**src/rtl/conv_seq_defs.vh**
```
// Constants for the conversion mode switch sequencer.
`ifndef CONV_SEQ_DEFS_VH
`define CONV_SEQ_DEFS_VH
`define CFG_UPPER_PTR 8'hAC
`define CMD_START_CONV 8'h51
`define CMD_STOP_CONV 8'h22
`define CMD_COPY_DATA 8'h48
`define SINGLE_CONV_BIT 0
`define CFG_UPPER_RESET 8'h00
`define DEV_ADDR_DEFAULT 7'h48
`define COPY_TIME_US 10000
`define CLK_MHZ 250
`define COPY_CYCLES (`COPY_TIME_US * `CLK_MHZ)
`endif

```
**src/rtl/conv_mode_switch.v**
```verilog
// Command interpreter for one-shot and continuous conversion switching.
`timescale 1ns/1ps
`include "conv_seq_defs.vh"
// Contract
// - The device acknowledges its address byte and every command or data byte it receives in a write.
// - Commands arrive in write transactions opened by start or repeated start with direction bit 0.
// - Pointer ACh selects the configuration upper byte and a data write there updates its SRAM shadow only.
// - A configuration upper byte with LSB zero selects continuous conversion mode.
// - Command 51h is acknowledged and starts temperature conversions.
// - Command 22h halts continuous conversion.
// - Command 48h copies the SRAM shadow into EEPROM.
// - A stop ends the exchange, or a repeated start continues it.
module conv_mode_switch #(
	parameter [6:0] DEV_ADDR = `DEV_ADDR_DEFAULT,
	parameter integer COPY_CYCLES = `COPY_CYCLES
) (
	input wire clk_i,
	input wire reset_n_i,
	input wire scl_i,
	input wire sda_i,
	output reg sda_o,
	output reg sda_oe_o,
	output reg [7:0] cfg_shadow_o,
	output reg [7:0] cfg_eeprom_o,
	output reg single_conversion_select_o,
	output reg converting_o,
	output reg nonvolatile_busy_flag_o
);
	// ****************************************
	// Byte receiver
	// ****************************************
	wire oe_w;
	wire start_w;
	wire stop_w;
	wire bvalid_w;
	wire [7:0] byte_w;
	wire first_w;
	serial_byte_slave #(.DEV_ADDR(DEV_ADDR)) u_slave (
		.clk_i(clk_i),
		.reset_n_i(reset_n_i),
		.scl_i(scl_i),
		.sda_i(sda_i),
		.sda_oe_o(oe_w),
		.start_o(start_w),
		.stop_o(stop_w),
		.byte_valid_o(bvalid_w),
		.byte_o(byte_w),
		.first_o(first_w)
	);

	// ****************************************
	// Transaction state
	// ****************************************
	localparam [3:0] ST_IDLE = 4'b0001;
	localparam [3:0] ST_CMD = 4'b0010;
	localparam [3:0] ST_DATA = 4'b0100;
	localparam [3:0] ST_SKIP = 4'b1000;
	reg [3:0] state_r;
	reg [3:0] state_nxt;
	reg [31:0] copy_cnt_r;
	always @* begin
		state_nxt = state_r;
		case (state_r)
		ST_IDLE: begin
			if (bvalid_w && first_w) begin
				state_nxt = ST_CMD;
			end
		end
		ST_CMD: begin
			if (bvalid_w && byte_w == `CFG_UPPER_PTR) begin
				state_nxt = ST_DATA;
			end else if (bvalid_w) begin
				state_nxt = ST_SKIP;
			end
		end
		ST_DATA: begin
			if (bvalid_w) begin
				state_nxt = ST_SKIP;
			end
		end
		// Bytes past the end of a command are acknowledged but have no
		// effect; the next command needs a repeated start.
		ST_SKIP: begin
			state_nxt = ST_SKIP;
		end
		default: begin
			state_nxt = ST_IDLE;
		end
		endcase
		// A new start or stop always resynchronises the interpreter.
		if (start_w || stop_w) begin
			state_nxt = ST_IDLE;
		end
	end

	// ****************************************
	// State register
	// ****************************************
	always @(posedge clk_i) begin
		if (!reset_n_i) begin
			state_r <= ST_IDLE;
		end else begin
			state_r <= state_nxt;
		end
	end

	// ****************************************
	// Byte classification
	// ****************************************
	wire cmd_byte_w;
	wire data_byte_w;
	wire conv_go_w;
	wire conv_halt_w;
	wire copy_go_w;
	// Only the byte right after the address is a command; after pointer ACh the next
	// byte is data for the shadow, and any other later byte is acknowledged and dropped.
	assign cmd_byte_w = bvalid_w & (state_r == ST_CMD);
	assign data_byte_w = bvalid_w & ~first_w &
		(state_r == ST_DATA);
	assign conv_go_w = cmd_byte_w &
		(byte_w == `CMD_START_CONV);
	assign conv_halt_w = cmd_byte_w &
		(byte_w == `CMD_STOP_CONV);
	assign copy_go_w = cmd_byte_w &
		(byte_w == `CMD_COPY_DATA);

	// ****************************************
	// Bus pin drive
	// ****************************************
	// Open drain: only the enable moves, the driven level is always
	// low.
	always @(posedge clk_i) begin
		if (!reset_n_i) begin
			sda_o <= 1'b0;
			sda_oe_o <= 1'b0;
		end else begin
			sda_o <= 1'b0;
			sda_oe_o <= oe_w;
		end
	end

	// ****************************************
	// Configuration shadow
	// ****************************************
	always @(posedge clk_i) begin
		if (!reset_n_i) begin
			cfg_shadow_o <= `CFG_UPPER_RESET;
			single_conversion_select_o <= 1'b0;
		end else if (data_byte_w) begin
			cfg_shadow_o <= byte_w;
			// Mode follows the shadow; the EEPROM copy keeps the
			// power-up default until a copy command.
			single_conversion_select_o <=
				byte_w[`SINGLE_CONV_BIT];
		end
	end

	// ****************************************
	// Conversion control
	// ****************************************
	// The converter sits outside this block; this is only its run request.
	reg converting_nxt;
	always @* begin
		converting_nxt = converting_o;
		if (conv_go_w) begin
			converting_nxt = 1'b1;
		end
		if (conv_halt_w) begin
			converting_nxt = 1'b0;
		end
	end
	always @(posedge clk_i) begin
		if (!reset_n_i) begin
			converting_o <= 1'b0;
		end else begin
			converting_o <= converting_nxt;
		end
	end

	// ****************************************
	// Nonvolatile copy
	// ****************************************
	// The stored copy changes at once; busy stands for the write time.
	always @(posedge clk_i) begin
		if (!reset_n_i) begin
			cfg_eeprom_o <= `CFG_UPPER_RESET;
		end else if (copy_go_w) begin
			cfg_eeprom_o <= cfg_shadow_o;
		end
	end

	// ****************************************
	// Copy timer
	// ****************************************
	// Busy lets the master poll instead of waiting blind. A copy command
	// reloads the timer, so it wins over the count running out in the
	// same cycle.
	localparam [31:0] COPY_LOAD = COPY_CYCLES;
	reg [31:0] copy_cnt_nxt;
	always @* begin
		copy_cnt_nxt = copy_cnt_r;
		if (copy_cnt_r != 32'h00000000) begin
			copy_cnt_nxt = copy_cnt_r - 32'h00000001;
		end
		if (copy_go_w) begin
			copy_cnt_nxt = COPY_LOAD;
		end
	end
	always @(posedge clk_i) begin
		if (!reset_n_i) begin
			copy_cnt_r <= 32'h00000000;
			nonvolatile_busy_flag_o <= 1'b0;
		end else begin
			copy_cnt_r <= copy_cnt_nxt;
			nonvolatile_busy_flag_o <=
				(copy_cnt_nxt != 32'h00000000);
		end
	end
endmodule // conv_mode_switch

```
**src/rtl/serial_byte_slave.v**
```verilog
// Byte-level 2-wire slave: start/stop detect, shift-in, acknowledge drive.
`timescale 1ns/1ps
`include "conv_seq_defs.vh"
module serial_byte_slave #(
	parameter [6:0] DEV_ADDR = `DEV_ADDR_DEFAULT
) (
	input wire clk_i,
	input wire reset_n_i,
	input wire scl_i,
	input wire sda_i,
	output reg sda_oe_o,
	output reg start_o,
	output reg stop_o,
	output reg byte_valid_o,
	output reg [7:0] byte_o,
	output reg first_o
);
	reg scl_q;
	reg sda_q;
	reg active_r;
	reg first_r;
	reg [3:0] bit_cnt_r;
	reg [7:0] shift_r;
	wire scl_rise = scl_i & ~scl_q;
	wire scl_fall = ~scl_i & scl_q;
	wire start_det = scl_i & scl_q & sda_q & ~sda_i;
	wire stop_det = scl_i & scl_q & ~sda_q & sda_i;
	always @(posedge clk_i) begin
		scl_q <= scl_i;
		sda_q <= sda_i;
		start_o <= 1'b0;
		stop_o <= 1'b0;
		byte_valid_o <= 1'b0;
		if (!reset_n_i) begin
			scl_q <= 1'b1;
			sda_q <= 1'b1;
			sda_oe_o <= 1'b0;
			byte_o <= 8'h00;
			first_o <= 1'b0;
			active_r <= 1'b0;
			first_r <= 1'b0;
			bit_cnt_r <= 4'h0;
			shift_r <= 8'h00;
		end else if (start_det) begin
			start_o <= 1'b1;
			active_r <= 1'b1;
			first_r <= 1'b1;
			bit_cnt_r <= 4'h0;
			sda_oe_o <= 1'b0;
		end else if (stop_det) begin
			stop_o <= 1'b1;
			active_r <= 1'b0;
			sda_oe_o <= 1'b0;
		end else if (active_r) begin
			if (scl_rise && bit_cnt_r < 4'h8) begin
				shift_r <= {shift_r[6:0], sda_i};
				bit_cnt_r <= bit_cnt_r + 4'h1;
			end else if (scl_fall && bit_cnt_r == 4'h8) begin
				// Address must match with write direction; reads are not
				// handled here so the slave withdraws from them.
				if (first_r && shift_r != {DEV_ADDR, 1'b0}) begin
					active_r <= 1'b0;
				end else begin
					sda_oe_o <= 1'b1;
					byte_valid_o <= 1'b1;
					byte_o <= shift_r;
					first_o <= first_r;
				end
				first_r <= 1'b0;
				bit_cnt_r <= 4'h9;
			end else if (scl_fall && bit_cnt_r == 4'h9) begin
				sda_oe_o <= 1'b0;
				bit_cnt_r <= 4'h0;
			end
		end
	end
endmodule // serial_byte_slave

```
**config.mk**
```make
export PLATFORM = sky130hd
export DESIGN_NAME = conv_mode_switch
export DESIGN_NICKNAME = d
export VERILOG_FILES = /design/src/rtl/conv_mode_switch.v /design/src/rtl/serial_byte_slave.v
export VERILOG_INCLUDE_DIRS = /design/src /design/src/rtl
export SDC_FILE = /design/constraint.sdc
export NUM_CORES = 1
export LEC_CHECK = 0
export ABC_AREA = 1
export CORE_ASPECT_RATIO = 1.25
export CORE_MARGIN = 5
export CORE_UTILIZATION = 42
export DETAILED_ROUTE_END_ITERATION = 8
export DONT_BUFFER_PORTS = 1
export PLACE_DENSITY_LB_ADDON = 0.1
export SLEW_MARGIN = 20
export SYNTH_ARGS = -nofsm -noshare
export SYNTH_HDL_FRONTEND = slang
export SYNTH_SLANG_ARGS = --single-unit
```
**constraint.sdc**
```tcl
create_clock -name clk_i -period 2.5 [get_ports clk_i]
set_clock_uncertainty 0.15 [all_clocks]
set_input_delay 0.5 -clock clk_i [delete_from_list [all_inputs] [get_ports clk_i]]
set_output_delay 0.5 -clock clk_i [all_outputs]
set_load 0.01 [all_outputs]
```
Word level (Yosys, flattened, before mapping). Cells that the tools add are included. Widths: inputs -> output; s select.

Register bits: 85. Latch bits: 0. RAM bits: 0. ROM bits: 0. Bits of input ports: 4. Output and inout port bits: 21. Logic and storage cells: 111. Memories kept: 0.

$add $sub $neg: 2. $mul: 0. Div/mod/pow operators: 0. Magnitude comparators: 1. Equal/unequal tests: 15. Shift operators: 0. Multiplexer cells: 25. Bitwise gates (word level): 25. Reductions and logical operators: 23.

Operators with widths (number): $mux 32 (2); $reduce_bool 32->1 (2); $sub 32x1->32 const B (1); $mux 4 (6); $eq 8x7->1 const B (2); $mux 1 (16); $pmux 4 s4 (1); $and 1x1->1 (13); $eq 4x4->1 const B (3); $not 1->1 (12); $reduce_and 4->1 (3); $eq 8x6->1 const B (1); $eq 8x8->1 const B (1); $ne 8x8->1 const B (1); $logic_and 1x1->1 (6); $reduce_and 6->1 (1); $reduce_bool 2->1 (3); $reduce_or 2->1 (3); $reduce_or 6->1 (1); $add 4x1->4 const B (1); $eq 4x1->1 const B (1); $eq 4x2->1 const B (1); $eq 4x3->1 const B (1); $lt 4x4->1 const B (1); 6 further kinds (8).

Longest topological paths before layout.
Word-level depth: 8. Depth in mapped cells: 16.

Cells and area by module. Synthesis repeated with hierarchy kept, for this count alone.

Cells, all modules: 678. Area total of the unflattened synthesis: 4450.5 um^2.

By module, submodules not included: conv_mode_switch (instances 1, cells an instance 500, area each 3150.5 um^2, seq. area each 1101.1 um^2); serial_byte_slave (instances 1, cells an instance 178, area each 1300.0 um^2, seq. area each 580.6 um^2).

Least setup slack after synthesis. OpenSTA, ideal clock, no wires.

Path kind: register to register. From: register copy_cnt_r[0]. To: register nonvolatile_busy_flag_o. Arrival time: 1624 ps. Data required time: 2222 ps. Path slack: 598 ps. Cell stages (with the launch flop): 16. Path buffers: 0. Clock period less this slack: 1902 ps. Cells stage by stage: dfxtp_1 -> inv_1 -> ha_1 -> nand2_2 -> nor2_1 -> nand2_1 -> nand2_1 -> nand2_1 -> nand2_1 -> nor2_1 -> nor2_1 -> nand2_1 -> nor2_1 -> nand3_1 -> nor2_1 -> nor2_1.

Longest elaborated chain between the ends: 4.

RTL lines: start, declared (RTL line conv_mode_switch.v:60) `reg [31:0] copy_cnt_r;`; start signal, assigned (RTL line conv_mode_switch.v:214) `copy_cnt_r <= copy_cnt_nxt;`; $sub 32x1->32 or $reduce_bool 32->1 (tied branches) (RTL line conv_mode_switch.v:203, conv_mode_switch.v:202); $mux 32 * (RTL line conv_mode_switch.v:202) `if (copy_cnt_r != 32'h00000000) begin`; $mux 32 * (RTL line conv_mode_switch.v:205) `if (copy_go_w) begin`; $reduce_bool 32->1 * (RTL line conv_mode_switch.v:216) `(copy_cnt_nxt != 32'h00000000);`; end signal, assigned (RTL line conv_mode_switch.v:215) `nonvolatile_busy_flag_o <=`; end, declared (RTL line conv_mode_switch.v:27) `output reg nonvolatile_busy_flag_o`.

Every way passes the cells marked *; elsewhere a longest branch is shown, timed or not. A chain may end at the register's enable or synchronous reset.

Final worst setup path.
From: register copy_cnt_r[11]. To: register nonvolatile_busy_flag_o.

Same word-level chain as after synthesis.

==> impl_metrics.csv <==
group,metric,value,unit
worst_setup_path,start_kind,"flip-flop",
finish,fin_cells,772,
worst_setup_path,critPathMaxFanout,4,
floorplan,row_count,41,
synth,synth.distinct_cells,37,
floorplan,start_util,42.58,%
finish,nets,647,
finish,seq_area,1682,um^2
floorplan,core,10050,um^2
worst_setup_path,critPathKind,"flip-flop to flip-flop",
finish,fill_cells,1064,
power,power,7.800,mW
timing,slew_violations,0,
clocking,cts_tree,"done",
placement,finalWeightedCongestion,0.9351,
worst_setup_path,path_common_cell,"nor2_1",
worst_setup_path,crit_start,"copy_cnt_r[11]",
detailed_routing,vias_per_cell,5.185,
timing,period_needed,2.227,ns
detailed_routing,first_iter_violations,164,
detailed_routing,num_vias,4003,
detailed_routing,wl_per_cell,13.95,um
detailed_routing,drcViolationCount,0,
synth,async_flop_share,0,%
detailed_routing,ant_nets,0,
grt,grt_overflow,0,
floorplan,dieArea,12330,um^2
synth,netlist_area,4282,um^2
detailed_routing,routed_wl,10.77,mm
clocking,clk_path_buf_depth,2,
synth,syn_inst,643,
timing,max_freq,0.4490,GHz
finish,drive_above_1_share,8.243,%
placement,dpl.hpwl,8.206,mm
finish,num_antenna_cells,0,
synth,synth_fp_nets,652,
clocking,hold_buffers,0,
grt,grt_first_pass_wirelength,18.40,mm
worst_hold_path,min_from,"reset_n_i",
synth,yosysMostFrequentCell,"nand2_1",
synth,yosysTopAreaCell,"dfxtp_1",
finish,fin_util,47.03,%
run,maxCapViolCount,0,
clocking,clock_sinks,84,
detailed_routing,dr.pass1.iters,4,
grt,globalRouteTotalUtil,18.81,%
finish,multi_input_area,2181,um^2
clocking,cts_root_buffer,"clkbuf_16",
status,status,"completed",
worst_setup_path,worst_path_max_delay_cell,"dfxtp_1",
floorplan,die_width,100.3,um
grt,grt_pass1_vias,3901,
floorplan,io-pin-count,25,
power,ir_worst_vdd,0.5368,mV
power,p_leak,2.091,nW
synth,synth_edf_count,0,
placement,io_buffers,0,
worst_setup_path,path_cells,"nor2_1, buf_4, nand2_1, nor2_1, nand2_1, o21ai_1, nand2_1, nand3_1, nand2_1, nor2_1, nand3_1, nor2_1, nor2_1",
worst_hold_path,hp-class,"input port to flip-flop",
timing,slew_headroom,65.11,%
timing,rsz0062_at_grt,"false",
timing,fin_crit_sh,89.08,%
clocking,path_clk_slew,0.06,ns
power,p_per_area,1650,nW/um^2
timing,worst_pin_slew,0.5218,ns
grt,grt_start_max_net_pins,40,
worst_setup_path,required,2.57,ns
synth,netlist_top_cells_count,"nand2_1, nor2_1, dfxtp_1, inv_1, nand3_1",
synth,ys_ff_latch,84,
timing,hold_viol_final,0,
finish,areaGrowthSynthToFinish,10.43,%
clocking,clk_latency,0.34,ns
synth,synth_top_area_share,39.28,%
synth,yosys_warnings,0,
worst_setup_path,rr_startpoint,"copy_cnt_r[11]",
synth,yosysSeqAreaShare,39.28,%
worst_setup_path,max_stage_delay,0.34,ns
synth,synth_flop_cell,"dfxtp_1",
synth,avgSynthCellArea,6.659,um^2
worst_setup_path,arrival,2.30,ns
placement,dp.cells,756,
worst_setup_path,crit_path_end_kind,"flip-flop",
grt,antenna_found_initial,0,
synth,synth.area.top_cells,"dfxtp_1, nand2_1, nor2_1, inv_1, nand3_1",
clocking,numCtsBuffers,9,
timing,fin_setup_tns,0,ns
floorplan,die_h,122.9,um
clocking,cts_max_level,3,
timing,setup_viol,0,
## worst max-delay path, delay by kind of cell (launching register included)
kind | cells | cell delay (ns)
simple gates | 11 | 1.33
flops | 1 | 0.34
compound gates | 1 | 0.15
buf+inv | 1 | 0.14
## registers in the layout, indices dropped and copies added, names as in the netlist, 4 cells and up
| signal | flops |
|---|---|
| cfg_eeprom_o | 8 |
| cfg_shadow_o | 8 |
| copy_cnt_r | 32 |
| state_r | 4 |
| u_slave.bit_cnt_r | 4 |
| u_slave.byte_o | 8 |
| u_slave.shift_r | 8 |
## final cells by class
| type | instances | area share (%) |
|---|---|---|
| multi-input combinational | 452 | 46.12 |
| sequential | 84 | 35.56 |
| inverter | 86 | 6.854 |
| clock buffer | 9 | 4.763 |
| tap | 129 | 3.414 |
| clock inverter | 7 | 2.223 |
| timing repair buffer | 5 | 1.058 |
## metrics by stage
stage / setup slack [ns] / instance area [um^2] / hold slack (ns)
2_1_floorplan: 0.5983 / 4282 / 0.2571
3_3_place_gp: 0.1151 / 4388 / 0.3047
3_5_place_dp: 0.1089 / 4388 / 0.3001
4_1_cts: 0.1006 / 4718 / 0.06538
5_1_grt: 0.03343 / 4728 / 0.07901
6_report: 0.2729 / 4728 / 0.07554
## final timing paths
kind	to	slack [ns]	cells after the start
setup reg to reg	nonvolatile_busy_flag_o	0.27	13
hold / removal	u_slave.sda_q	0.08	1
hold reg to reg	sda_oe_o	0.31	2
setup / recovery	nonvolatile_busy_flag_o	0.27	13
## cells by family (layout without fill, tap and decap cells)
group | after synthesis | count (layout) | synth area share [%]
flops | 84 | 84 | 39.28
fa+ha+maj | 5 | 5 | 1.461
xor+xnor | 4 | 4 | 0.8184
compound gates | 104 | 104 | 12.83
other cells | 1 | 1 | 0.08758
simple gates | 338 | 338 | 35.51
buf+inv | 107 | 107 | 10.02
## layout by cell type (no fill, tap or decap), drive strengths merged, types with 2 or more instances in the layout
cell,count
clkinv,3
inv,87
nor2,116
xnor2,2
nand3,51
o211ai,2
nand3b,4
a221oi,3
clkbuf,9
xor2,2
nor4,6
ha,5
dfxtp,84
a21oi,48
o21ai,48
buf,5
bufinv,2
nand2,133
nand4,14
nor3,13
## routing by layer
metal  wire length, um  GRT usage [%]
met5                 0              0
met1              4375          20.58
met2              5649          34.45
met4               500          11.04
met3               244          2.217
## what timing repair did
action                                  in CTS  in global routing
buffers inserted                             0                  0
gates resized for setup                      0                  3
hold endpoints to repair                     0                  0
endpoints found under the setup margin       0                  1
## where the power goes
part | switching [mW] | total, mW | leakage (nW) | internal [mW]
combinational | 3.04 | 4.46 | 1.25 | 1.41
sequential | 0.274 | 1.87 | 0.682 | 1.59
clock | 0.586 | 1.48 | 0.159 | 0.891
total | 3.90 | 7.80 | 2.09 | 3.90
(Power assumes the default switching activity.)
